[src/design/iox_pkg.sv]
// Shared constants for the two-wire 16-bit port expander slave.
// Assumes one clock domain (mclk) for every user of this package.
package iox_pkg;

    // Fixed upper four bits of the 7-bit slave address
    localparam logic [3:0] ADDR_HI = 4'h4;

    // Command pointer values, one per 8-bit register
    localparam logic [2:0] REG_IN0  = 3'h0;
    localparam logic [2:0] REG_IN1  = 3'h1;
    localparam logic [2:0] REG_OUT0 = 3'h2;
    localparam logic [2:0] REG_OUT1 = 3'h3;
    localparam logic [2:0] REG_POL0 = 3'h4;
    localparam logic [2:0] REG_POL1 = 3'h5;
    localparam logic [2:0] REG_CFG0 = 3'h6;
    localparam logic [2:0] REG_CFG1 = 3'h7;

    // Pair selector: pointer bits [2:1]
    localparam logic [1:0] PAIR_IN  = 2'h0;
    localparam logic [1:0] PAIR_OUT = 2'h1;
    localparam logic [1:0] PAIR_POL = 2'h2;

    // Reset values
    localparam logic [15:0] OUT_RST = 16'hffff;
    localparam logic [15:0] POL_RST = 16'h0000;
    localparam logic [15:0] CFG_RST = 16'hffff;

    // Bits in a byte and cycles for pin synchronisers to settle
    localparam logic [3:0] BYTE_BITS = 4'h8;
    localparam logic [1:0] SETTLE    = 2'h3;

    // Write buffer entry: {pointer[2:0], data[7:0]}
    localparam int BUF_W = 11;

    typedef enum logic [5:0] {
        ST_IDLE = 6'h01,
        ST_ADDR = 6'h02,
        ST_ACK  = 6'h04,
        ST_RX   = 6'h08,
        ST_TX   = 6'h10,
        ST_MACK = 6'h20
    } iox_state_t;

endpackage

[src/design/iox_buf2.sv]
// Two-entry buffer with valid/ready on both sides.
// Assumes a single clock and a synchronous active-high reset.
`timescale 1ns/1ps
module iox_buf2 #(
    parameter int W = 11
) (
    // Clock and reset
    input  wire logic         mclk,
    input  wire logic         sys_rst,
    // Filling side
    input  wire logic         in_valid,
    output logic              in_ready,
    input  wire logic [W-1:0] in_data,
    // Draining side
    output logic              out_valid,
    input  wire logic         out_ready,
    output logic [W-1:0]      out_data
);

    logic [W-1:0] slot0;
    logic [W-1:0] slot1;
    logic [1:0]   fill;
    logic         push;
    logic         pop;

    // Honest full/empty straight from the fill count
    assign in_ready  = (fill != 2'h2);
    assign out_valid = (fill != 2'h0);
    assign out_data  = slot0;
    assign push      = in_valid && in_ready;
    assign pop       = out_valid && out_ready;

    // Occupancy
    always_ff @(posedge mclk) begin
        if (sys_rst) begin
            fill <= 2'h0;
        end else if (push && !pop) begin
            fill <= fill + 2'h1;
        end else if (pop && !push) begin
            fill <= fill - 2'h1;
        end
    end

    // Slot 0 is always the head; slot 1 shifts down on a pop
    always_ff @(posedge mclk) begin
        if (sys_rst) begin
            slot0 <= '0;
            slot1 <= '0;
        end else begin
            if (pop) begin
                slot0 <= (fill == 2'h2) ? slot1 : in_data;
            end else if (push && fill == 2'h0) begin
                slot0 <= in_data;
            end
            if (push && ((fill == 2'h1 && !pop) || fill == 2'h2)) begin
                slot1 <= in_data;
            end
        end
    end

endmodule

[src/design/iox_slave.sv]
// Two-wire bus slave of a 16-bit port expander: paired registers,
// command pointer, acknowledge handling and per-port change interrupt.
// Assumes bus pins and port pins are asynchronous to mclk; open-drain
// outputs are resolved outside (oe high pulls the wire low).
//
// Functional notes
// - First written byte sets the command pointer
// - After each write, pointer toggles within pair
// - Unlimited write bytes alternate within the pair
// - Read returns pointer register, then alternates pair
// - Read data captured at acknowledge falling edge
// - STOP accepted anywhere; applied writes stay valid
// - Interrupt low when an input pin changes
// - Cleared by return to level or port read
// - Output-configured pins never raise the interrupt
// - Interrupt clearing is tracked per 8-bit port
// - Output-to-input switch with mismatch may interrupt
// - Data falling while clock high is START
// - Data rising while clock high is STOP
// - Data changes only while clock low
// - Acknowledge every byte when addressed as receiver; a full write buffer refuses the byte with no acknowledge
// - Acknowledger holds data low through ninth pulse
// - On master no-acknowledge, release data line
// - Pointer 0-1 input, 2-3 output, 4-5 polarity, 6-7 config
// - Input registers ignore writes; read live pins
// - Polarity bit inverts read; config one is input
`timescale 1ns/1ps
module iox_slave (
    // Clock and reset
    input  wire logic        mclk,
    input  wire logic        sys_rst,
    // Two-wire bus pins
    input  wire logic        scl,
    input  wire logic        sda_in,
    output logic             sda_out,
    output logic             sda_oe,
    // Address select pins
    input  wire logic [2:0]  addr_sel,
    // Port pins
    input  wire logic [15:0] io_in,
    output logic [15:0]      io_out,
    output logic [15:0]      io_oe,
    // Open-drain interrupt, active low on the wire
    output logic             int_n_out,
    output logic             int_n_oe
);

    iox_pkg::iox_state_t state;

    // Synchronisers: first stage is read only by the second
    logic [20:0] meta;
    logic [20:0] sync;
    logic        scl_s;
    logic        sda_s;
    logic [2:0]  sel_s;
    logic [15:0] pin_s;
    logic        scl_d;
    logic        sda_d;

    // Bus condition detection
    logic        scl_rise;
    logic        scl_fall;
    logic        start_cond;
    logic        stop_cond;

    // Transfer state
    logic [7:0]  shreg;
    logic [3:0]  bitcnt;
    logic        rnw;
    logic        have_cmd;
    logic        m_ack;
    logic [2:0]  ptr;
    logic        byte_done;
    logic        addr_hit;

    // Registers
    logic [15:0] outp;
    logic [15:0] pol;
    logic [15:0] cfg;
    logic [15:0] in_snap;
    logic [1:0]  settle;

    // Read path
    logic        load_tx;
    logic [2:0]  load_idx;
    logic [7:0]  rd_byte;
    logic [1:0]  port_pend;

    // Write buffer
    logic        bf_in_valid;
    logic        bf_in_ready;
    logic        bf_out_valid;
    logic        bf_out_ready;
    logic [10:0] bf_out_data;

    // Two flops on every pin input before any logic looks at it
    always_ff @(posedge mclk) begin
        if (sys_rst) begin
            meta <= 21'h18_0000; // Bus wires rest high: no false edge
            sync <= 21'h18_0000;
        end else begin
            meta <= {scl, sda_in, addr_sel, io_in};
            sync <= meta;
        end
    end

    assign scl_s = sync[20];
    assign sda_s = sync[19];
    assign sel_s = sync[18:16];
    assign pin_s = sync[15:0];

    // Previous synchronised levels for edge finding
    always_ff @(posedge mclk) begin
        if (sys_rst) begin
            scl_d <= 1'b1;
            sda_d <= 1'b1;
        end else begin
            scl_d <= scl_s;
            sda_d <= sda_s;
        end
    end

    assign scl_rise   = scl_s && !scl_d;
    assign scl_fall   = !scl_s && scl_d;
    assign start_cond = scl_s && scl_d && sda_d && !sda_s;
    assign stop_cond  = scl_s && scl_d && !sda_d && sda_s;

    assign byte_done = scl_fall && (bitcnt == iox_pkg::BYTE_BITS);
    assign addr_hit  = (shreg[7:1] == {iox_pkg::ADDR_HI, sel_s});

    // Read captures happen on the falling edge that ends an acknowledge
    assign load_tx = scl_fall
                     && ((state == iox_pkg::ST_ACK && rnw)
                         || (state == iox_pkg::ST_MACK && m_ack));
    assign load_idx = (state == iox_pkg::ST_MACK) ? {ptr[2:1], ~ptr[0]}
                                                  : ptr;

    // Read data selection by pointer pair
    always_comb begin
        case (load_idx[2:1])
            iox_pkg::PAIR_IN:
                rd_byte = pin_s[{load_idx[0], 3'h0} +: 8]
                          ^ pol[{load_idx[0], 3'h0} +: 8];
            iox_pkg::PAIR_OUT:
                rd_byte = outp[{load_idx[0], 3'h0} +: 8];
            iox_pkg::PAIR_POL:
                rd_byte = pol[{load_idx[0], 3'h0} +: 8];
            default:
                rd_byte = cfg[{load_idx[0], 3'h0} +: 8];
        endcase
    end

    // Bus state machine; start and stop override every state
    always_ff @(posedge mclk) begin
        if (sys_rst) begin
            state <= iox_pkg::ST_IDLE;
        end else if (stop_cond) begin
            state <= iox_pkg::ST_IDLE;
        end else if (start_cond) begin
            state <= iox_pkg::ST_ADDR;
        end else begin
            case (state)
                iox_pkg::ST_IDLE: begin
                    state <= iox_pkg::ST_IDLE;
                end
                iox_pkg::ST_ADDR: begin
                    if (byte_done) begin
                        state <= addr_hit ? iox_pkg::ST_ACK
                                          : iox_pkg::ST_IDLE;
                    end
                end
                iox_pkg::ST_RX: begin
                    // A full buffer refuses the byte with no acknowledge
                    if (byte_done) begin
                        state <= (!have_cmd || bf_in_ready)
                                 ? iox_pkg::ST_ACK : iox_pkg::ST_IDLE;
                    end
                end
                iox_pkg::ST_ACK: begin
                    if (scl_fall) begin
                        state <= rnw ? iox_pkg::ST_TX : iox_pkg::ST_RX;
                    end
                end
                iox_pkg::ST_TX: begin
                    if (byte_done) begin
                        state <= iox_pkg::ST_MACK;
                    end
                end
                iox_pkg::ST_MACK: begin
                    if (scl_fall) begin
                        state <= m_ack ? iox_pkg::ST_TX
                                       : iox_pkg::ST_IDLE;
                    end
                end
                default: begin
                    state <= iox_pkg::ST_IDLE;
                end
            endcase
        end
    end

    // Shift register and bit count: sample on rise, send on fall
    always_ff @(posedge mclk) begin
        if (sys_rst) begin
            shreg  <= 8'h00;
            bitcnt <= 4'h0;
        end else if (start_cond || stop_cond) begin
            bitcnt <= 4'h0;
        end else if (load_tx) begin
            shreg  <= {rd_byte[6:0], 1'b0};
            bitcnt <= 4'h1;
        end else if (state == iox_pkg::ST_TX) begin
            if (scl_fall && bitcnt != iox_pkg::BYTE_BITS) begin
                shreg  <= {shreg[6:0], 1'b0};
                bitcnt <= bitcnt + 4'h1;
            end
        end else if (state == iox_pkg::ST_ADDR
                     || state == iox_pkg::ST_RX) begin
            if (scl_rise) begin
                shreg  <= {shreg[6:0], sda_s};
                bitcnt <= bitcnt + 4'h1;
            end
        end else begin
            bitcnt <= 4'h0;
        end
    end

    // Direction bit, command flag and master acknowledge sample
    always_ff @(posedge mclk) begin
        if (sys_rst) begin
            rnw      <= 1'b0;
            have_cmd <= 1'b0;
            m_ack    <= 1'b0;
        end else begin
            if (start_cond) begin
                have_cmd <= 1'b0;
            end else if (state == iox_pkg::ST_RX && byte_done) begin
                have_cmd <= 1'b1;
            end
            if (state == iox_pkg::ST_ADDR && byte_done) begin
                rnw <= shreg[0];
            end
            if (state == iox_pkg::ST_MACK && scl_rise) begin
                m_ack <= !sda_s;
            end
        end
    end

    // Command pointer: set by command, toggled within its pair
    always_ff @(posedge mclk) begin
        if (sys_rst) begin
            ptr <= iox_pkg::REG_IN0;
        end else if (state == iox_pkg::ST_RX && byte_done) begin
            if (!have_cmd) begin
                ptr <= shreg[2:0];
            end else if (bf_in_ready) begin
                ptr <= {ptr[2:1], ~ptr[0]};
            end
        end else if (state == iox_pkg::ST_MACK && load_tx) begin
            ptr <= load_idx;
        end
    end

    // Data line drive, changed only on falling clock
    always_ff @(posedge mclk) begin
        if (sys_rst) begin
            sda_oe <= 1'b0;
        end else if (start_cond || stop_cond) begin
            sda_oe <= 1'b0;
        end else if (scl_fall) begin
            case (state)
                iox_pkg::ST_ADDR: begin
                    sda_oe <= bitcnt == iox_pkg::BYTE_BITS && addr_hit;
                end
                iox_pkg::ST_RX: begin
                    sda_oe <= bitcnt == iox_pkg::BYTE_BITS
                              && (!have_cmd || bf_in_ready);
                end
                iox_pkg::ST_ACK: begin
                    sda_oe <= rnw && !rd_byte[7];
                end
                iox_pkg::ST_TX: begin
                    sda_oe <= bitcnt != iox_pkg::BYTE_BITS
                              && !shreg[7];
                end
                iox_pkg::ST_MACK: begin
                    sda_oe <= m_ack && !rd_byte[7];
                end
                default: begin
                    sda_oe <= 1'b0;
                end
            endcase
        end
    end

    assign sda_out = 1'b0;

    // Written bytes queue here so a busy register file drops nothing
    assign bf_in_valid = state == iox_pkg::ST_RX && byte_done
                         && have_cmd;
    // Register file stalls draining while a read capture is in flight
    assign bf_out_ready = !load_tx;

    iox_buf2 #(
        .W(iox_pkg::BUF_W)
    ) u_wbuf (
        .mclk      (mclk),
        .sys_rst   (sys_rst),
        .in_valid  (bf_in_valid),
        .in_ready  (bf_in_ready),
        .in_data   ({ptr, shreg}),
        .out_valid (bf_out_valid),
        .out_ready (bf_out_ready),
        .out_data  (bf_out_data)
    );

    // Register writes; input registers take no writes
    always_ff @(posedge mclk) begin
        if (sys_rst) begin
            outp <= iox_pkg::OUT_RST;
            pol  <= iox_pkg::POL_RST;
            cfg  <= iox_pkg::CFG_RST;
        end else if (bf_out_valid && bf_out_ready) begin
            case (bf_out_data[10:8])
                iox_pkg::REG_OUT0: outp[7:0]  <= bf_out_data[7:0];
                iox_pkg::REG_OUT1: outp[15:8] <= bf_out_data[7:0];
                iox_pkg::REG_POL0: pol[7:0]   <= bf_out_data[7:0];
                iox_pkg::REG_POL1: pol[15:8]  <= bf_out_data[7:0];
                iox_pkg::REG_CFG0: cfg[7:0]   <= bf_out_data[7:0];
                iox_pkg::REG_CFG1: cfg[15:8]  <= bf_out_data[7:0];
                default: begin
                end
            endcase
        end
    end

    // Port drivers: a clear config bit makes the pin an output
    assign io_out = outp;
    assign io_oe  = ~cfg;

    // Snapshot follows the pins until the synchronisers hold real data
    always_ff @(posedge mclk) begin
        if (sys_rst) begin
            settle <= 2'h0;
        end else if (settle != iox_pkg::SETTLE) begin
            settle <= settle + 2'h1;
        end
    end

    // Per-port input snapshot and change detect
    genvar gp;
    generate
        for (gp = 0; gp < 2; gp++) begin : g_port
            logic rd_hit;
            assign rd_hit = load_tx && load_idx[2:1] == iox_pkg::PAIR_IN
                            && load_idx[0] == 1'(gp);
            always_ff @(posedge mclk) begin
                if (sys_rst) begin
                    in_snap[gp*8 +: 8] <= 8'h00;
                end else if (settle != iox_pkg::SETTLE || rd_hit) begin
                    in_snap[gp*8 +: 8] <= pin_s[gp*8 +: 8];
                end
            end
            // Output pins refresh their snapshot only on a port read, so a later switch
            // to input with a mismatch raises the interrupt
            assign port_pend[gp] = |((pin_s[gp*8 +: 8]
                                      ^ in_snap[gp*8 +: 8])
                                     & cfg[gp*8 +: 8]);
        end
    endgenerate

    // Interrupt pin pulled low while either port has a change
    always_ff @(posedge mclk) begin
        if (sys_rst) begin
            int_n_oe <= 1'b0;
        end else begin
            int_n_oe <= |port_pend && settle == iox_pkg::SETTLE;
        end
    end

    assign int_n_out = 1'b0;

endmodule

[config.mk]
export PLATFORM = sky130hd
export DESIGN_NAME = iox_slave
export DESIGN_NICKNAME = d
export VERILOG_FILES = /design/src/design/iox_pkg.sv /design/src/design/iox_buf2.sv /design/src/design/iox_slave.sv
export SDC_FILE = /design/constraint.sdc
export NUM_CORES = 1
export LEC_CHECK = 0
export BUFFER_PORTS_ARGS = -buffer_cell sky130_fd_sc_hd__buf_2
export CAP_MARGIN = 10
export CELL_PAD_IN_SITES_DETAIL_PLACEMENT = 2
export CELL_PAD_IN_SITES_GLOBAL_PLACEMENT = 2
export CORE_UTILIZATION = 34
export DETAILED_ROUTE_END_ITERATION = 12
export PLACE_DENSITY = 0.85
export SLEW_MARGIN = 5
export SYNTH_ARGS = -nofsm -noshare
export SYNTH_HDL_FRONTEND = slang
export SYNTH_SLANG_ARGS = --single-unit
[constraint.sdc]
create_clock -name mclk -period 2.15 [get_ports mclk]
set_input_delay 0.43 -clock mclk [delete_from_list [all_inputs] [get_ports mclk]]
set_output_delay 0.43 -clock mclk [all_outputs]
set_load 0.02 [all_outputs]
==> flow_summary.json <==
{
  "wire_per_inst_um": 36.07,
  "fin_total_pwr_w": 0.008766,
  "ant_nets": 0,
  "cts_tree": "done",
  "drt-initial-drc-count": 683,
  "synthFlopType": "dfxtp_1",
  "finClkSkew_ns": 0.01717,
  "dieHeight_um": 149.8,
  "critPathKind": "register to register",
  "clk_pin_slew_ns": 0.08,
  "io_pins": 59,
  "layout.nets": 1012,
  "status": "finished, violations left",
  "design.die.area_um2": 22440,
  "via_per_inst": 6.378,
  "root_buffer": "clkbuf_16",
  "dr.pass1.iters": 7,
  "fin_crit_ns": 2.679,
  "clk_path_buf_depth": 2,
  "syn2layout_area_growth_pct": 42.38,
  "grt_pass1_vias": 8562,
  "yosysSeqAreaShare_pct": 43.12,
  "initial_core_util_pct": 35.01,
  "io_buffers": 56,
  "avgSynthCellArea_um2": 8.854,
  "drive_gt1_share_pct": 36.68,
  "yosys_register_bits": 160,
  "dpl.cell_count": 1199,
  "setup_viol": 71,
  "power.density_nw_per_um2": 828.9,
  "gr-usage-met2_pct": 59.51,
  "fin_crit_sh_pct": 124.6,
  "dpl.hpwl_mm": 21.43,
  "final_core_util_pct": 49.84,
  "die_x_um": 149.8,
  "synth_edf_count": 0,
  "cts_sinks": 160,
  "slew_headroom_pct": 42.09,
  "antenna_found_initial": 2,
  "cp_max_fo": 9,
  "syn-instance-count": 839,
  "placeableCoreArea_um2": 21220,
  "critPathRequiredTime_ns": 2.44,
  "drcViolationCount": 0,
  "irDropWorstVdd_mv": 0.5830,
  "globalRouteOverflowTotal": 0,
  "row_count": 53,
  "postCtsHoldBufs": 0,
  "crit_arrival_ns": 2.97,
  "fmax_mhz": 373.3,
  "htree_levels": 4,
  "violations": "setup timing",
  "grt_max_degree": 82,
  "gr-usage-all-layers_pct": 35.64,
  "synth_area_um2": 7428,
  "final_cell_mix": "dfxtp_1, nor2_1, buf_4",
  "final_cells": 1271,
  "design_area_um2": 10580,
  "clk_latency_ns": 0.46,
  "use_met3_pct": 8.750,
  "place_area_um2": 8665,
  "rsz0062_at_grt": "true",
  "vias": 8106,
  "synth.distinct_cells": 64,
  "max_cap_violations": 0,
  "grt_pass1_wl_mm": 56.97,
  "post-place-ws_ns": -0.2515,
  "layout_setup_ws_ns": -0.5291,
  "hp-class": "primary input to register",
  "finalHoldViolCount": 0,
  "end_kind": "register",
  "layout_commonest_cell": "dfxtp_1",
  "cellLeakagePower_nw": 4.165,
  "start_kind": "register",
  "grt.busiest_layer": "met2",
  "gp_congestion": 0.9490,
  "async_flop_share_pct": 0,
  "cts_buffers": 17,
  "ys_warn_count": 0,
  "slew_violations": 0,
  "routed_wl_mm": 45.84,
  "worst_pin_slew_ns": 0.8620,
  "gr-usage-met1_pct": 39.44
}
[sequential cells by signal, summed over array words and instances (netlist names), 3 cells and up]
signal,cells
meta,21
sync,21
cfg,16
in_snap,16
io_out,16
pol,16
u_wbuf.out_data,11
u_wbuf.slot1,11
shreg,8
state,6
bitcnt,4
ptr,3
[per-layer routing]
layer	vias to the layer above	wire (µm)
met4	6	4067
li1	3241	-
met5	-	54
met3	247	3724
met2	540	21790
met1	4072	16210
[cell families after synthesis]
group | count (synthesis) | synth area share (%)
buf+inv | 92 | 5.087
xor+xnor | 34 | 4.009
fa+ha+maj | 7 | 1.179
simple gates | 308 | 21.58
mux | 63 | 8.573
other cells | 1 | 0.05048
flops | 160 | 43.12
compound gates | 174 | 16.41
[report_power, final]
group          switching [W]  internal [W]  leakage, nW
sequential          0.000323       0.00314         1.31
combinational        0.00109      0.000767         2.55
clock                0.00182       0.00163        0.307
total                0.00323       0.00554         4.17
[Yosys cell counts, types with 2 or more instances]
cell type	number	area share, %
nor4b_1	3	0.35
inv_1	35	1.8
o22ai_1	9	0.76
a32o_1	4	0.54
buf_4	2	0.20
a211oi_1	16	1.6
a21oi_1	60	4.0
a311oi_1	2	0.24
and4_1	6	0.71
nor2b_1	46	3.9
and3_1	7	0.59
a22oi_1	4	0.40
o21ai_0	17	1.1
xnor2_1	25	2.9
or3_1	5	0.42
nand3b_1	3	0.30
nor4b_2	2	0.40
or2_1	2	0.17
buf_6	2	0.30
nor4_1	7	0.59
xor2_1	9	1.1
mux2i_1	58	7.8
o221ai_1	4	0.47
nor2_1	111	5.6
mux2_2	5	0.76
and2_1	2	0.17
dfxtp_1	160	43
nand4_1	4	0.34
ha_1	7	1.2
o2bb2ai_1	5	0.59
nor4_2	2	0.34
a211o_1	17	2.0
a221oi_1	21	2.5
nand2b_1	15	1.3
nand3_1	20	1.3
nor3_1	25	1.7
nand2_1	32	1.6
or2_2	8	0.67
clkbuf_1	44	2.2
buf_2	8	0.54
o41ai_4	2	0.74
[through the flow]
step / hold slack, ns / setup TNS, ns
floorplan: 0.3895 / -4.625
global placement: 0.4039 / -3.596
detailed placement: 0.4222 / -8.111
CTS: 0.1602 / -4.079
global route: 0.1680 / -18.47
finish: 0.1615 / -15.23
[cell type report]
class | instances | area, µm²
timing repair buffer | 180 | 1534
tap | 275 | 344.1
clock buffer | 17 | 425.4
sequential | 160 | 3224
multi-input combinational | 588 | 4701
fill | 2151 | 10640
inverter | 35 | 131.4
clock inverter | 15 | 214.0
antenna | 1 | 2.502
[worst max-delay path, cell delays in order (launching register included)]
cell      delay (ns)
dfxtp_4         0.38
buf_6           0.13
or4b_4          0.58
o21ai_4         0.27
buf_6           0.20
nand3_1         0.13
a21oi_1         0.21
nor4_2          0.11
a211oi_2        0.48
[final timing paths]
kind	startpoint	endpoint	slack [ns]	depth (start not counted)
worst max-delay path	state[4]	shreg[2]	-0.53	8
worst max register to register	state[4]	shreg[2]	-0.53	8
worst min register to register	meta[19]	sync[19]	0.44	1
worst min-delay path	scl	meta[20]	0.16	2
[timing repair]
action / CTS / global route
setup buffers: 16 / 22
pin swaps: 29 / 52
gates resized for setup: 81 / 125
gates cloned: 2 / 2
endpoints found under the setup margin: 78 / 88
No activity file was read; power rests on OpenSTA's default activity.
